File: config.mk
export PLATFORM = sky130hd
export DESIGN_NAME = ccs_clock_switch
export DESIGN_NICKNAME = d
export VERILOG_FILES = /design/src/ccs_pkg.sv /design/src/ccs_tick_div.sv /design/src/ccs_clock_switch.sv
export VERILOG_INCLUDE_DIRS = /design/src
export SDC_FILE = /design/constraint.sdc
export NUM_CORES = 1
export LEC_CHECK = 0
export ABC_CLOCK_PERIOD_IN_PS = 2700
export BUFFER_PORTS_ARGS = -buffer_cell sky130_fd_sc_hd__buf_2
export CAP_MARGIN = 20
export CORE_UTILIZATION = 40
export CTS_CLUSTER_SIZE = 20
export DETAILED_ROUTE_END_ITERATION = 10
export PLACE_DENSITY = 0.69
export SLEW_MARGIN = 10
export SYNTH_ARGS = -nofsm -noshare
export SYNTH_HDL_FRONTEND = slang
export SYNTH_SLANG_ARGS = --single-unit
File: constraint.sdc
create_clock -name ref_clk -period 2.7 [get_ports ref_clk]
set_input_delay 0.27 -clock ref_clk [delete_from_list [all_inputs] [get_ports ref_clk]]
set_output_delay 0.27 -clock ref_clk [all_outputs]
set_load 0.05 [all_outputs]
File: src/ccs_defines.svh
`ifndef CCS_DEFINES_SVH
`define CCS_DEFINES_SVH

`define CCS_CLK_PERIOD_PS  8000
`define CCS_AMP_HOLD_NS    5000
`define CCS_AMP_HOLD_CYC   ((`CCS_AMP_HOLD_NS * 1000 + `CCS_CLK_PERIOD_PS - 1) / `CCS_CLK_PERIOD_PS)
`define CCS_DIV_BASE_WAIT  16
`define CCS_DIV_MAX        3'h4
`define CCS_CNT_W          10
`define CCS_DIV_RESET      3'h0
`define CCS_FRH_KHZ        16000
`define CCS_FXH_KHZ        12000

`endif

File: src/ccs_pkg.sv
package ccs_pkg;
    typedef enum logic [3:0] {
        ST_RUN      = 4'b0001,
        ST_DIV_WAIT = 4'b0010,
        ST_SRC_WAIT = 4'b0100,
        ST_AMP_HOLD = 4'b1000
    } ccs_state_t;
endpackage : ccs_pkg

File: src/ccs_tick_div.sv
`timescale 1ns/1ps
`include "ccs_defines.svh"

// Divides the main tick stream by 2**div_sel; new ratio only at period end
module ccs_tick_div
    import ccs_pkg::*;
#(
    parameter int DW = 3
) (
    // Clock and reset
    input  wire logic          ref_clk,
    input  wire logic          rst,
    // Tick in and ratio
    input  wire logic          in_tick,
    input  wire logic [DW-1:0] div_sel,
    // Divided tick
    output logic               tick_q
);
    logic [15:0]   cnt_q;
    logic [DW-1:0] cur_q;
    logic [15:0]   mask;
    logic          wrap;

    // Period end decode; ratio adopted only here
    assign mask = 16'(16'h0001 << cur_q) - 16'h0001;
    assign wrap = in_tick && (cnt_q == mask);

    // Counter and ratio latch
    always_ff @(posedge ref_clk) begin
        if (rst) begin
            cnt_q  <= 16'h0000;
            cur_q  <= DW'(`CCS_DIV_RESET);
            tick_q <= 1'b0;
        end else begin
            tick_q <= wrap;
            if (wrap) begin
                cnt_q <= 16'h0000;
                cur_q <= div_sel;
            end else if (in_tick) begin
                cnt_q <= cnt_q + 16'h0001;
            end
        end
    end
endmodule : ccs_tick_div

File: src/ccs_clock_switch.sv
`timescale 1ns/1ps
`include "ccs_defines.svh"

module ccs_clock_switch
    import ccs_pkg::*;
#(
    parameter int FRH_KHZ = `CCS_FRH_KHZ,
    parameter int FXH_KHZ = `CCS_FXH_KHZ
) (
    // Clock and reset
    input  wire logic       ref_clk,
    input  wire logic       rst,
    // Source clock ticks, one cycle each
    input  wire logic       int_osc_tick,
    input  wire logic       crystal_osc_tick,
    input  wire logic       ext_clk_tick,
    // Oscillator control bits
    input  wire logic       main_osc_halt,
    input  wire logic       osc_pin_select,
    input  wire logic       ext_input_select,
    input  wire logic       int_osc_halt,
    // Gain-high write strobe and data
    input  wire logic       amp_wr,
    input  wire logic       amp_gain_high,
    // Processor clock control write
    input  wire logic       pcc_wr,
    input  wire logic [2:0] pcc_wdata,
    // Main clock mode write
    input  wire logic       mcm_wr,
    input  wire logic       main_source_select,
    input  wire logic       hs_clock_route,
    // CPU clock and status
    output logic            cpu_clk_tick_q,
    output logic            main_source_status_q,
    output logic            hs_clock_route_q,
    output logic [2:0]      cpu_div_q,
    output logic            int_osc_run_q,
    output logic            main_osc_run_q,
    output logic            cpu_held_q,
    output logic            switch_busy_q
);
    localparam int CW = `CCS_CNT_W;
    // Integer division drops the fraction
    localparam logic [CW-1:0] SRC_WAIT_R2X = CW'(1 + (2 * FRH_KHZ) / FXH_KHZ);
    localparam logic [CW-1:0] SRC_WAIT_X2R = CW'(1 + (2 * FXH_KHZ) / FRH_KHZ);
    localparam logic [CW-1:0] AMP_WAIT     = CW'(`CCS_AMP_HOLD_CYC);

    ccs_state_t    state_q, state_d;
    logic [CW-1:0] cnt_q, cnt_d;
    logic [CW-1:0] target_q, target_d;
    logic [2:0]    pend_div_q;
    logic          route_done_q;
    logic          hs_tick, main_tick, div_tick;
    logic          div_req, src_req, amp_req, route_req;
    logic          cnt_tick, cnt_end;
    logic [CW-1:0] div_wait;

    // High-speed clock is crystal or external pin
    assign hs_tick   = main_osc_run_q && osc_pin_select &&
                       (ext_input_select ? ext_clk_tick : crystal_osc_tick);
    // Main clock: 0 internal, 1 high-speed
    assign main_tick = main_source_status_q ? hs_tick
                                            : (int_osc_run_q && int_osc_tick);

    // Write decodes; all but the route write accepted only when idle
    assign amp_req   = amp_wr && amp_gain_high && (state_q == ST_RUN);
    assign div_req   = pcc_wr && (pcc_wdata <= `CCS_DIV_MAX) &&
                       (pcc_wdata != cpu_div_q) && (state_q == ST_RUN);
    assign src_req   = mcm_wr && (main_source_select != main_source_status_q) &&
                       (state_q == ST_RUN);
    assign route_req = mcm_wr && !route_done_q &&
                       (hs_clock_route != hs_clock_route_q);
    assign div_wait  = CW'(`CCS_DIV_BASE_WAIT >> cpu_div_q);

    // Counting unit differs per waiting state
    assign cnt_tick = (state_q == ST_DIV_WAIT) ? div_tick :
                      (state_q == ST_SRC_WAIT) ? main_tick :
                      (state_q == ST_AMP_HOLD);
    assign cnt_end  = cnt_tick && (cnt_q + CW'(1) == target_q);

    // Glitch-free divider
    ccs_tick_div #(.DW(3)) u_div (
        .ref_clk (ref_clk),
        .rst     (rst),
        .in_tick (main_tick),
        .div_sel (cpu_div_q),
        .tick_q  (div_tick)
    );

    // Next state
    always_comb begin
        state_d  = state_q;
        cnt_d    = cnt_tick ? cnt_q + CW'(1) : cnt_q;
        target_d = target_q;
        case (state_q)
            ST_RUN: begin
                cnt_d = '0;
                if (amp_req) begin
                    state_d  = ST_AMP_HOLD;
                    target_d = AMP_WAIT;
                end else if (div_req) begin
                    state_d  = ST_DIV_WAIT;
                    target_d = div_wait;
                end else if (src_req) begin
                    state_d  = ST_SRC_WAIT;
                    target_d = main_source_status_q ? SRC_WAIT_X2R : SRC_WAIT_R2X;
                end
            end
            ST_DIV_WAIT, ST_SRC_WAIT, ST_AMP_HOLD: begin
                if (cnt_end) begin
                    state_d = ST_RUN;
                end
            end
            default: begin
                state_d = ST_RUN;
            end
        endcase
    end

    // Control state
    always_ff @(posedge ref_clk) begin
        if (rst) begin
            state_q  <= ST_RUN;
            cnt_q    <= '0;
            target_q <= '0;
        end else begin
            state_q  <= state_d;
            cnt_q    <= cnt_d;
            target_q <= target_d;
        end
    end

    // Pending divider and its late adoption
    always_ff @(posedge ref_clk) begin
        if (rst) begin
            pend_div_q <= `CCS_DIV_RESET;
            cpu_div_q  <= `CCS_DIV_RESET;
        end else begin
            if (div_req) begin
                pend_div_q <= pcc_wdata;
            end
            if (state_q == ST_DIV_WAIT && cnt_end) begin
                cpu_div_q <= pend_div_q;
            end
        end
    end

    // Source status flips only at switchover end
    always_ff @(posedge ref_clk) begin
        if (rst) begin
            main_source_status_q <= 1'b0;
        end else if (state_q == ST_SRC_WAIT && cnt_end) begin
            main_source_status_q <= ~main_source_status_q;
        end
    end

    // Route bit: one change per reset release
    always_ff @(posedge ref_clk) begin
        if (rst) begin
            hs_clock_route_q <= 1'b0;
            route_done_q     <= 1'b0;
        end else if (route_req) begin
            hs_clock_route_q <= hs_clock_route;
            route_done_q     <= 1'b1;
        end
    end

    // Oscillator halts honoured only off the running source
    always_ff @(posedge ref_clk) begin
        if (rst) begin
            int_osc_run_q  <= 1'b1;
            main_osc_run_q <= 1'b0;
        end else begin
            if (!int_osc_halt) begin
                int_osc_run_q <= 1'b1;
            end else if (main_source_status_q && state_q != ST_SRC_WAIT) begin
                int_osc_run_q <= 1'b0;
            end
            if (!main_osc_halt) begin
                main_osc_run_q <= 1'b1;
            end else if (!main_source_status_q && state_q != ST_SRC_WAIT) begin
                main_osc_run_q <= 1'b0;
            end
        end
    end

    // CPU tick gated during gain hold
    always_ff @(posedge ref_clk) begin
        if (rst) begin
            cpu_clk_tick_q <= 1'b0;
            cpu_held_q     <= 1'b0;
            switch_busy_q  <= 1'b0;
        end else begin
            cpu_clk_tick_q <= div_tick && (state_q != ST_AMP_HOLD);
            cpu_held_q     <= (state_d == ST_AMP_HOLD);
            switch_busy_q  <= (state_d != ST_RUN);
        end
    end
endmodule : ccs_clock_switch

; After elaboration in Yosys (flattened, before gate mapping)
; Cells that the tools add are included.
[totals]
mem_count = 0
rom_bits = 0
out_inout_bits = 10
regBits = 58
latch_bits = 0
ramBits = 0
[classes]
add_sub_neg = 3
n_mul = 0
eq_ne = 14
magnitude_cmp = 1
n_mux = 15
reduce_logical = 27
div = 0
bitwise = 2
shift = 2
[op_table]
columns = operator, n
row1 = 10-bit two-way mux, 3
row2 = 1-bit logical AND, 19
row3 = "16-bit by 1-bit adder with 16-bit output, second input constant", 1
row4 = 16-bit equality test, 1
row5 = 4-bit two-way mux, 4
row6 = "1-bit by 3-bit << shifter with 16-bit output, first input constant", 1
row7 = "16-bit by 1-bit subtractor with 16-bit output, second input constant", 1
row8 = "10-bit by 1-bit adder with 10-bit output, second input constant", 1
row9 = 10-bit equality test, 1
row10 = "5-bit by 3-bit >> shifter with 10-bit output, first input constant", 1
row11 = "4-bit equality test, second input constant", 2
row12 = 4-bit case mux with 2 select lines, 1
row13 = 1-bit two-way mux, 7
row14 = 2-bit OR reduction, 3
row15 = "4-bit by 1-bit equality test with 1-bit output, second input constant", 1
row16 = "4-bit by 2-bit equality test with 1-bit output, second input constant", 1
row17 = "4-bit by 3-bit equality test with 1-bit output, second input constant", 1
row18 = "4-bit by 1-bit inequality test with 1-bit output, second input constant", 1
row19 = "4-bit by 3-bit inequality test with 1-bit output, second input constant", 1
row20 = "4-bit inequality test, second input constant", 1
row21 = "3-bit <= comparator, second input constant", 1
row22 = 3-bit inequality test, 1
row23 = 3-bit nonzero test, 1
row24 = 3-bit OR reduction, 1
row25 = 5 further kinds, 8

; Longest topological paths before layout
; Gate-level depths: netlist of run 1.
[depth]
depth_word = 9
ltp_mapped = 12
mapped_depth_nobuf = 9

; Modules after synthesis
; From an unflattened synthesis of run 1, not the netlist that was laid out.
[hier_totals]
cells_unflattened = 334
hier_area_um2 = 2956.6
[modules_own_cells]
columns = mod, area_per_inst_um2, seq_area_each_um2, cells_each, n_inst
row1 = ccs_clock_switch, 1853.0, 680.7, 212, 1
row2 = ccs_tick_div, 1103.6, 400.4, 122, 1

; Least setup slack after synthesis of run 1
; OpenSTA, ideal clock, no wires.
[synth_path]
path_type = reg2reg
start = reg u_div.cur_q[2]
end = reg u_div.cnt_q[8]
setup_time_ps = 115
t_required_ps = 2585
stages_incl_launch_ff = 12
n_path_buf = 3
setup_slack_ps = 222
t_arrival_ps = 2363
period_less_slack_ps = 2478
path_cell_list = dfxtp_1 clkbuf_1 or3_1 ha_1 or3b_1 a21oi_2 o21a_1 o2111ai_4 nand2b_2 buf_6 buf_8 nor2_1
[synth_between]
elab_chain_cells = 5
[synth_lines]
columns = item, line_no
row1 = "start, declared", ccs_tick_div.sv:20  ; logic [DW-1:0] cur_q;
row2 = "start signal, assigned", ccs_tick_div.sv:32  ; cur_q <= DW'(`CCS_DIV_RESET);
row3 = "start signal, assigned", ccs_tick_div.sv:38  ; cur_q <= div_sel;
row4 = 1-bit by 3-bit << shifter with 16-bit output, ccs_tick_div.sv:25  ; assign mask = 16'(16'h0001 << cur_q) - 16'h0001;
row5 = 16-bit by 1-bit subtractor with 16-bit output, ccs_tick_div.sv:25
row6 = 16-bit equality test, ccs_tick_div.sv:26  ; assign wrap = in_tick && (cnt_q == mask);
row7 = 1-bit logical AND, ccs_tick_div.sv:26
row8 = 2-bit OR reduction (no source line), --
row9 = "end signal, assigned", ccs_tick_div.sv:40  ; cnt_q <= cnt_q + 16'h0001;
row10 = "end, declared", ccs_tick_div.sv:19  ; logic [15:0] cnt_q;
; No other way between the ends.
; A chain may end at the register's enable or synchronous reset.

; Worst setup path in the final report of run 1
[layout_path]
start = reg u_div.cur_q[0]
end = reg u_div.cnt_q[14]
; Same word-level chain as after synthesis.

==> summary by stage, run 1 <==
Routing
The total detailed-routing wirelength is 5960 um. For this run, design rule violations remaining after detail routing come to 0. The first-pass iteration count of the detailed router is 4. The first-iteration detailed-routing DRC count is 62. For this block, the via count after detailed routing is 2373. The average detailed-routed wire length per instance is 13.4 um. The via-per-instance ratio is 5.34. The final antenna-violating net count is 0.

Logic synthesis
By area the synthesized netlist is led by dfxtp_1, xnor2_1, nor2_1. The library cell with the largest summed area after synthesis is dfxtp_1. The number of enable flip-flop cells after synthesis is 0. The post-synthesis average cell area is 8.95 sq um. Counting flops with an async set or reset pin after synthesis yields a share of 0. The synthesized netlist occupies a cell area of 0.00293 sq mm. The Yosys warning count is 0. In the synthesized netlist the dominant register cell turns out to be dfxtp_1. The sequential-to-total area share from yosys stat is 0.368. The number of nets in the synthesized netlist is 349. Yosys mapped the design onto 63 distinct sky130hd cell types.

After synthesis the netlist holds a flip-flop and latch count of 54. The number of standard cells after synthesis is 328. The top-area cell type share of the netlist area is 0.368.

Timing
Between clock sinks in the finished design, the worst skew comes to 8.98 ps. The time the final worst path needs with I/O delays and setup is 2550 ps. The number of pins with negative max-slew slack in the final report is 0. The count of final setup violators is 0.

Setup repair after global routing left no endpoint under its margin. The measured slew at the worst slew-check pin is 524 ps. The count of endpoints failing hold in the final timing report was 0. The minimum setup slack in the final design is 154 ps.

In the finished design, the share of the clock period the worst path needs comes to 0.943. Based on the critical path, the design can be clocked at up to 393 MHz. The setup total negative slack is 0 ps.

The relative max-transition margin is 0.641.

Worst setup path
The category of the worst setup path launch point is a flop. In this run the worst path has a maximum fanout of 16. The required time of the critical path is 2880 ps. Walking the worst path, the cells encountered are or3_1 > ha_1 > or3b_1 > a21oi_2 > o21a_1 > o2111ai_4 > nand2b_2 > nor2_1. The worst setup path is captured at a flop. The slowest stage cell on the critical path is dfxtp_1.

The worst setup path is of the reg2reg kind. The stage delay of the slowest cell on the critical path is 400 ps. The critical path arrival is 2730 ps. The slack of the worst reg-to-reg path is 150 ps.

Power and ir drop
For this design the total switching power over the nets is 413 uW. Power spread over the standard cell area amounts to 528 mW/mm^2. The internal power contribution is 1300 uW. The maximum VDD drop is 0.371 mV.

The share of total power dissipated in combinational logic is 0.117. Of the total power, the share spent switching nets is 0.242. The analysis attributes to cell leakage a power of 0.00118 uW. The sequential share of power is 0.497. The share of total power dissipated in the clock network is 0.386.

Clocking
The TritonCTS buffer count is 5. The clock slew seen by the registers of the worst setup and hold paths is 100 ps. The cts-stage hold buffer count is 0. TritonCTS built the clock tree. Clock latency on the worst-skew pair, taken at its later pin, is 310 ps.

The total number of clock tree sinks is 54. The clock tree synthesis step divided the H-tree into 2 levels. The buffer depth of the longest clock path is 2. The number of instances resized during post-cts repair is 0. The post-CTS setup repair buffer count is 0.

The root buffer cell chosen for the clock tree is clkbuf_8.

Place
The weighted congestion at the end of routability-driven global placement is 0.796. After legalization and detailed placement, the total HPWL measured 4380 um. The placement-stage worst setup slack is 194 ps. The number of buffer cells added on primary ports is 27.

Die
After floorplanning, the core was divided into 30 placement rows. The area of the die is 0.00768 sq mm. The die outline height is 87.6 um. The die boundary width is 87.6 um. The initial core utilization is 0.423.

The area of the core region is 0.00694 sq mm. The number of top-level pins is 28.

Finish
The number of antenna diodes in the final layout is 0. The number of nets at the end of the flow is 368. The share of layout cells above drive strength 1 is 0.158. The area growth from synthesis to layout is 10.3%.

GRT
Entering global routing, the biggest net connects 30 pins. The total overflow reported by the global router is 0. The via count of the first global-routing pass was 2157. The wire length of the first global-routing pass is 9880 um. The number of antenna violations at the first check in global routing is 0. For this run, the total global-route usage over all layers was measured as 0.165.

Min path
The class of the most critical hold timing path is in2reg.

Run status
The run finished with clean final reports.

Run
The number of maximum-capacitance violations is 0.
-- area by class of cell --
type,instances,area [sq um]
clock buffers,6,82.6
clock inverters,2,60.1
fillers,691,3710
inverters,4,15.0
multi-input cells,252,1720
flip-flops and latches,54,1080
well taps,96,120
repair buffers,30,158
-- placed cells by master (no fill, tap or decap), drive strengths merged, types with 2 or more instances in the layout --
cell / count
nor3b: 5
nor4: 3
and4: 4
clkbuf: 6
ha: 3
mux2i: 12
o31ai: 3
dfxtp: 54
nand2b: 4
a2111oi: 2
nor4b: 2
o21ai: 14
or3: 5
nor2: 47
o21a: 2
a31o: 2
bufinv: 2
nor2b: 3
nor3: 9
and3: 4
nand4: 12
buf: 30
xnor2: 20
and2: 3
inv: 4
nand3: 9
nand3b: 8
xor2: 20
nand2: 13
a21oi: 22
-- routing by layer --
metal / vias up / track usage / wire (um)
li1: 1200 / - / -
met1: 1126 / 0.217 / 2920
met2: 39 / 0.268 / 2810
met3: 8 / 0.0339 / 152
met4: 0 / 0.0566 / 78
met5: - / 0 / 0
-- state kept, by name, indices dropped and copies added (netlist names), 3 cells and up --
signal       cells
cpu_div_q        3
state_q          4
cnt_q           10
u_div.cur_q      3
pend_div_q       3
target_q         6
u_div.cnt_q     16
-- path summary, 6_finish.rpt --
check,cells after the start,from,end
setup reg to reg,8,u_div.cur_q[0]$_SDFFE_PP0P_,u_div.cnt_q[14]$_SDFFE_PP0P_
hold / removal,2,main_osc_halt,main_osc_run_q$_SDFFE_PP0P_
setup / recovery,8,u_div.cur_q[0]$_SDFFE_PP0P_,u_div.cnt_q[14]$_SDFFE_PP0P_
hold reg to reg,2,target_q[3]$_SDFFE_PP0P_,target_q[3]$_SDFFE_PP0P_
-- critical path: cells and delay by family (launching register included) --
kind,cells,cell delay [ps]
simple gates,4,1190
compound gates,3,540
flops,1,400
fa+ha+maj,1,290
-- synthesized netlist by cell type, drive strengths merged (2+ instances only) --
| cell type | number |
|---|---|
| o21a | 2 |
| and3 | 4 |
| nand3b | 8 |
| nor2b | 3 |
| mux2i | 12 |
| inv | 4 |
| nand2b | 4 |
| o21ai | 14 |
| nor3b | 5 |
| nor3 | 9 |
| clkbuf | 5 |
| nand3 | 9 |
| nand4 | 12 |
| ha | 3 |
| a31o | 2 |
| nor4 | 3 |
| a2111oi | 2 |
| buf | 13 |
| nor2 | 47 |
| xor2 | 20 |
| and4 | 4 |
| and2 | 3 |
| dfxtp | 54 |
| o31ai | 3 |
| a21oi | 22 |
| or3 | 5 |
| nand2 | 13 |
| xnor2 | 20 |
| nor4b | 2 |
-- power by group through the flow --
stage / Combinational [uW] / Sequential, uW / Clock, uW
after floorplan: 139 / 881 / 0
after global placement: 196 / 867 / 0
after detailed placement: 200 / 868 / 0
after CTS: 201 / 850 / 671
after global routing: 220 / 854 / 704
final: 200 / 849 / 660
-- per-stage QoR --
step / instances / hold WS [ps] / cell area, sq um / power, uW / utilization
after floorplan: 328 / 354 / 2930 / 1020 / -
after global placement: 436 / 449 / 3090 / 1060 / 0.446
after detailed placement: 436 / 459 / 3090 / 1070 / 0.446
after CTS: 444 / 144 / 3240 / 1720 / 0.466
after global routing: 444 / 130 / 3240 / 1780 / 0.466
final: 444 / 144 / 3240 / 1710 / 0.466
-- logic make-up (layout without fill, tap and decap cells) --
logic type,after synthesis,in the layout,synth area share
and+or+nand+nor,137,137,0.264
AOI/OAI and AO/OA,59,59,0.142
xor gates and xnor gates,40,40,0.122
DFF,54,54,0.368
adders and majority gates,3,3,0.0128
buffers and inverters,22,42,0.0452
muxes,13,13,0.0461
No activity file was read; power rests on OpenSTA's default activity.
==> inputs of run 2 (changes only) <==
--- a/config.mk
+++ b/config.mk
@@ -6,7 +6,7 @@
 export SDC_FILE = /design/constraint.sdc
 export NUM_CORES = 1
 export LEC_CHECK = 0
-export ABC_CLOCK_PERIOD_IN_PS = 2700
+export ABC_CLOCK_PERIOD_IN_PS = 2800
 export BUFFER_PORTS_ARGS = -buffer_cell sky130_fd_sc_hd__buf_2
 export CAP_MARGIN = 20
 export CORE_UTILIZATION = 40
==> constraint.sdc (replaced) <==
create_clock -name ref_clk -period 2.8 [get_ports ref_clk]
set_input_delay 0.28 -clock ref_clk [delete_from_list [all_inputs] [get_ports ref_clk]]
set_output_delay 0.28 -clock ref_clk [all_outputs]
set_load 0.05 [all_outputs]
==> summary by stage, run 2 (same netlist as run 1, synthesis figures left out) <==
Run status
The flow ran to the end, and the final reports show no timing, DRC or antenna violations.

Finish
The area of the multi-input gates is 0.00172 sq mm. The flip-flop count of the largest register, all copies and words added is 16. The filler cell count is 673. The largest registers in the layout are u_div.cnt_q: 16 flops, cnt_q: 10 flops, target_q: 6 flops. Summing all flip-flop and latch instances after layout gives 0.00108 sq mm. Relative to the synthesized area, the layout overhead comes to 8.32%. Leaving out fill and tap cells, the most frequent cell in the layout is dfxtp_1. The number of antenna cells inserted is 0. More flip-flops sit in one register than any other, and that register is u_div.cnt_q. Of the cells placed in the final design, the portion with a size suffix greater than 1 is 0.153. The library cells used most frequently in the layout, excluding fill and tap cells, are dfxtp_1, nor2_1, buf_2, a21oi_1, xnor2_1.

In the final design database the tool counted 367 nets.

Timing
Static timing analysis puts the maximum clock frequency at 389 MHz. The post-route clock skew is 9.90 ps. The number of pins with negative max-slew slack in the final report is 0.

At the pin with the least slew margin, the transition time is 546 ps. The count of endpoints failing hold in the final timing report is 0. Setup slack closes at 228 ps. Headroom to the max-slew limit came out at 0.626.

Setup repair after global routing left no endpoint under its margin. The time the final worst path needs with I/O delays and setup is 2570 ps. The count of final setup violators is 0. The period utilization is 0.919. The setup total negative slack is 0 ps.

Power and ir drop
The sequential share of power is 0.562. Dividing total power by cell area gives a power density of 458 mW/mm^2. The proportion of power drawn by the clock network is 0.306. The internal power contribution is 1070 uW. The analysis attributes to cell leakage a power of 0.00115 uW. VDD sags by at most 0.272 mV. Summed over all nets, the switching power comes to 388 uW. Of the total power, the share spent switching nets is 0.266.

Of the total power, combinational logic draws 0.132.

GRT
The total track usage is 0.166. The wire length of the first global-routing pass is 10000 um. The number of antenna violations at the first check in global routing is 0. The maximum number of pins on one net before global-route repair is 30. The via count of the first global-routing pass was 2140. The total overflow reported by the global router is 0.

Clocking
Post-CTS repair changed the size of 0 cells. After clock tree synthesis, the clock-pin slew on the worst setup and hold paths is 100 ps. The number of hold buffers added after CTS was 0. The clock drives 54 sinks.

The clock tree from TritonCTS is yes. Clock latency on the worst-skew pair, taken at its later pin, is 310 ps. The tree is rooted in a clkbuf_8. The buffer depth of the longest clock path is 2.

Counting the buffers created by CTS gives 5. The H-tree generated during clock tree synthesis spans 2 levels. The post-CTS setup repair buffer count is 0.

Routing
The first-iteration detailed-routing DRC count is 106. Before antenna repair, the detailed router went through 4 iterations. Dividing the detail-routed wire length by the instance count gives 13.4 um. After detailed routing, the total wire length is 5940 um. Dividing the detail-routed via count by the number of cells gives 5.26. The final antenna-violating net count is 0.

The post-route DRC violation count is 0. The via total after detailed routing is 2330.

Run
Max-cap violations in this run came to 0.

Worst setup path
The slowest stage cell on the critical path is dfxtp_1. Data on the critical path is required at its endpoint by 2990 ps. The critical-path maximum fanout is 16. The critical path goes through or3_1 > ha_1 > or3b_1 > a21oi_2 > o21a_1 > o2111ai_4 > nand2b_2 > nor2_1.

The worst register-to-register path ends at u_div.cnt_q[4]$_SDFFE_PP0P_. For flop-to-flop paths, the worst setup slack is 230 ps. The critical path arrival is 2760 ps. The capturing element type of the critical path is a flop. The worst reg2reg path depth is 8. STA classifies the critical path startpoint as a flop.

The stage delay of the slowest cell on the critical path is 410 ps. The start-to-end type of the worst setup path is reg2reg. In this run the worst setup path terminates at u_div.cnt_q[4]$_SDFFE_PP0P_. The critical path startpoint is u_div.cur_q[2]$_SDFFE_PP0P_. The startpoint identified for the worst register-to-register timing path is u_div.cur_q[2]$_SDFFE_PP0P_.

Die
The number of rows in the core area is 30. The initial core utilization is 0.423. The die covers 0.00768 sq mm. 28 I/O pins were placed. Measured along the y axis, the die boundary spans 87.6 um. The core region is 0.00694 sq mm.

The die is 87.6 um wide.

Place
Summed over all nets, the half-perimeter wirelength after detailed placement is 4340 um. During placement, the flow inserted port buffers numbering 27. At the placement stage, the worst setup path has a slack of 230 ps. The weighted congestion at the end of routability-driven global placement is 0.796.

Min path
The min-delay analysis places its worst path in the category in2reg. In this run the most critical hold path is launched from main_osc_halt.
==> run 2: cell types whose count changed in the layout (fill, tap and decap cells not counted) <==
cell,change
buf_4,-1
bufinv_16,-2
clkbuf_1,+1
clkinv_2,+1
==> run 2: final cells by class <==
cell class	instances	share of cell area
clock buffer	7	0.0272
tap	96	0.0378
clock inverter	1	0.00157
timing repair buffer	29	0.0472
multi-input combinational	252	0.541
sequential	54	0.340
inverter	4	0.00472
==> run 2: worst max-delay path: cells and delay by family (launching register included) <==
family / cells / cell delay, ps
simple gates: 4 / 1220
flops: 1 / 410
compound gates: 3 / 540
fa+ha+maj: 1 / 290
==> run 2: worst min path at each step <==
stage	to	slack (ps)	cells past startpoint
6_report	main_osc_run_q$_SDFFE_PP0P_	160	2
5_1_grt	main_osc_run_q$_SDFFE_PP0P_	140	2
4_1_cts	main_osc_run_q$_SDFFE_PP0P_	160	2
3_5_place_dp	target_q[3]$_SDFFE_PP0P_	460	2
3_3_place_gp	route_done_q$_SDFFE_PP0P_	450	2
2_1_floorplan	int_osc_run_q$_SDFFE_PP1P_	360	1
==> run 2: power by group through the flow <==
stage	Clock [uW]	Combinational [uW]	Sequential [uW]
after floorplan	0	134	850
after global placement	0	189	835
after detailed placement	0	193	836
after CTS	463	193	818
after global routing	491	211	823
final	446	192	818
==> run 2: through the flow <==
stage | cell area (sq um) | util | cells | hold WS [ps] | total power, uW
floorplan | 2930 | - | 328 | 364 | 984
global placement | 3090 | 0.445 | 435 | 451 | 1020
detailed placement | 3090 | 0.445 | 435 | 464 | 1030
CTS | 3180 | 0.458 | 443 | 155 | 1470
global route | 3180 | 0.458 | 443 | 144 | 1520
finish | 3180 | 0.458 | 443 | 158 | 1460
==> run 2: layer usage <==
| layer | up-vias | track usage | wire (um) |
|---|---|---|---|
| met5 | - | 0 | 0 |
| met4 | 0 | 0.0477 | 75 |
| met3 | 9 | 0.0302 | 227 |
| met2 | 41 | 0.277 | 2860 |
| met1 | 1085 | 0.221 | 2780 |
| li1 | 1195 | - | - |
==> inputs of run 3 (changes only) <==
--- a/config.mk
+++ b/config.mk
@@ -7,12 +7,14 @@
 export NUM_CORES = 1
 export LEC_CHECK = 0
 export ABC_CLOCK_PERIOD_IN_PS = 2800
-export BUFFER_PORTS_ARGS = -buffer_cell sky130_fd_sc_hd__buf_2
+export BUFFER_PORTS_ARGS = -buffer_cell sky130_fd_sc_hd__buf_4
 export CAP_MARGIN = 20
 export CORE_UTILIZATION = 40
+export CTS_CLUSTER_DIAMETER = 80
 export CTS_CLUSTER_SIZE = 20
 export DETAILED_ROUTE_END_ITERATION = 10
 export PLACE_DENSITY = 0.69
+export SETUP_SLACK_MARGIN = 0.15
 export SLEW_MARGIN = 10
 export SYNTH_ARGS = -nofsm -noshare
 export SYNTH_HDL_FRONTEND = slang
==> summary by stage, run 3 (same netlist as run 1, synthesis figures left out) <==
Place
The post-place instance area is 0.00315 sq mm. The HPWL after detailed placement is 4420 um. The weighted congestion at the end of routability-driven global placement is 0.778. The number of buffer cells added on primary ports is 27. The number of cells in the design after placement is 435.

Min path
For hold timing, the worst endpoint is main_osc_run_q$_SDFFE_PP0P_. The startpoint identified for the worst hold timing path is main_osc_halt. The class of the most critical hold timing path is in2reg. Along the worst hold path, the cell count comes to 2.

Clocking
The clock latency of the later-clocked register in the worst-skew pair is 310 ps. Post-CTS repair changed the size of 0 cells. The total number of clock tree sinks is 54. In this run, CTS created clock tree buffers numbering 5.

The tree is rooted in a clkbuf_8. The H-tree generated during clock tree synthesis spans 2 levels. After clock tree synthesis, the setup repair step added 0 buffers. The cts-stage hold buffer count is 0. TritonCTS built the clock tree. The buffer depth of the longest clock path is 2. Clock-pin slew was measured on the worst setup and hold paths at 90 ps.

Timing
Headroom to the max-slew limit came out at 0.626. The post-route clock skew is 6.35 ps. The setup total negative slack is 0 ps. The count of final setup violators is 0. Across all hold checks on the routed design, the worst slack comes to 142 ps.

The count of endpoints failing hold in the final timing report came to 0. For the pin with the worst max-slew slack, the measured transition is 546 ps. The fmax is 406 MHz. The number of pins with negative max-slew slack in the final report came to 0. Setup repair after global routing left no endpoint under its margin. The period utilization is 0.880.

Subtracting the final worst setup slack from the clock period gives 2460 ps.

Run status
The flow ran to the end, and the final reports show no timing, DRC or antenna violations.

Finish
The filler cells instantiated in the layout total 663. Once layout is complete, the cells apart from fillers number 443. Ranked by flip-flop count, first place goes to u_div.cnt_q. The repair_antennas step left the layout with diodes totalling 0.

The flip-flop count of the largest register, all copies and words added is 16. The most common library cell in the layout ignoring fill and taps is dfxtp_1. In the final design database the tool counted 367 nets. With fillers left out, the area of the finished cells amounts to 0.00325 sq mm. Relative to the synthesized area, the layout overhead comes to 10.8%. The library cells used most frequently in the layout, excluding fill and tap cells, are dfxtp_1, nor2_1, buf_4, a21oi_1, xnor2_1. The share of layout cells above drive strength 1 is 0.153. The largest registers in the layout are u_div.cnt_q: 16 flops, cnt_q: 10 flops, target_q: 6 flops.

Worst setup path
The critical path arrival is 2670 ps. The number of cells on the worst reg-to-reg path is 8. The category of the worst setup path launch point is a flop. The endpoint identified for the worst register-to-register timing path is u_div.cnt_q[6]$_SDFFE_PP0P_. Of all nets on the critical path, the largest fanout is 16. The slack of the worst reg-to-reg path is 340 ps. The required time of the critical path is 3000 ps.

The worst register-to-register path begins at u_div.cur_q[2]$_SDFFE_PP0P_. The start-to-end type of the worst setup path is reg2reg. The capturing element type of the critical path is a flop.

Die
Row generation in the floorplan step produced 30 rows. After floorplanning, the core was sized to cover 0.00694 sq mm. The die outline height is 87.6 um.

The die covers 0.00768 sq mm. In this run the count of I/O pins placed on the die edge is 28. The die is 87.6 um wide. The initial core utilization is 0.423.

Routing
The first detailed-routing pass ran for 4 iterations. The first-iteration detailed-routing DRC count is 95. In the routed design, unresolved DRC markers number 0.

The final antenna-violating net count is 0. The average detailed-routed wire length per instance is 13.5 um. The via total after detailed routing is 2377. The total detailed-routing wirelength is 6000 um. Dividing the detail-routed via count by the number of cells gives 5.37.

GRT
The via count of the first global-routing pass is 2219. Global routing finished with a remaining overflow of 0. The first global-routing pass estimated 10100 um of wire. The total track usage is 0.167.

The number of antenna violations at the first check in global routing came to 0. Entering global routing, the biggest net connects 30 pins.

Power and ir drop
The power per cell area is 453 mW/mm^2. The maximum VDD drop is 0.222 mV. The leakage power is 0.00117 uW.

Run
The tool flagged a number of max-cap violations equal to 0.
[run 3: final cells by class]
class,instances,area [sq um],area share
clock buffer,7,86.3,0.0266
clock inverter,1,5.00,0.00154
timing repair buffer,29,218,0.0670
inverter,4,15.0,0.00462
sequential,54,1080,0.333
multi-input combinational,252,1730,0.531
tap,96,120,0.0370
[run 3: worst max-delay path by stage]
stage                                            from                            to  slack, ps  cells past startpoint
after floorplan           u_div.cur_q[2]$_SDFFE_PP0P_   u_div.cnt_q[8]$_SDFFE_PP0P_        320                     11
after global placement    u_div.cur_q[2]$_SDFFE_PP0P_   u_div.cnt_q[4]$_SDFFE_PP0P_        330                      8
after detailed placement  u_div.cur_q[2]$_SDFFE_PP0P_   u_div.cnt_q[6]$_SDFFE_PP0P_        250                      8
after CTS                 u_div.cur_q[2]$_SDFFE_PP0P_   u_div.cnt_q[6]$_SDFFE_PP0P_        240                      8
after global routing      u_div.cur_q[2]$_SDFFE_PP0P_  u_div.cnt_q[14]$_SDFFE_PP0P_        160                      8
final                     u_div.cur_q[2]$_SDFFE_PP0P_   u_div.cnt_q[6]$_SDFFE_PP0P_        340                      8
[run 3: where the power goes]
part           internal (uW)  switching (uW)
sequential               793            25.3
clock                    200             249
combinational           85.8             119
total                   1080             394
[run 3: per-layer routing]
metal | share of wire | global-route usage | routed length [um]
met4 | 0.015 | 0.0581 | 89
met5 | 0 | 0 | 0
met1 | 0.48 | 0.217 | 2880
met2 | 0.47 | 0.279 | 2840
met3 | 0.032 | 0.0283 | 191
[run 3: metrics by stage]
step / util / setup WS [ps] / power (uW)
2_1_floorplan: - / 322 / 984
3_3_place_gp: 0.454 / 329 / 1040
3_5_place_dp: 0.454 / 249 / 1040
4_1_cts: 0.467 / 244 / 1500
5_1_grt: 0.468 / 161 / 1550
6_report: 0.468 / 335 / 1470
[run 3: worst max-delay path, stage by stage (launching register included)]
cell       delay [ps]
dfxtp_1           420
or3_1             400
ha_1              300
or3b_1            390
a21oi_2           140
o21a_1            180
o2111ai_4         210
nand2b_4          240
nor2_1             80
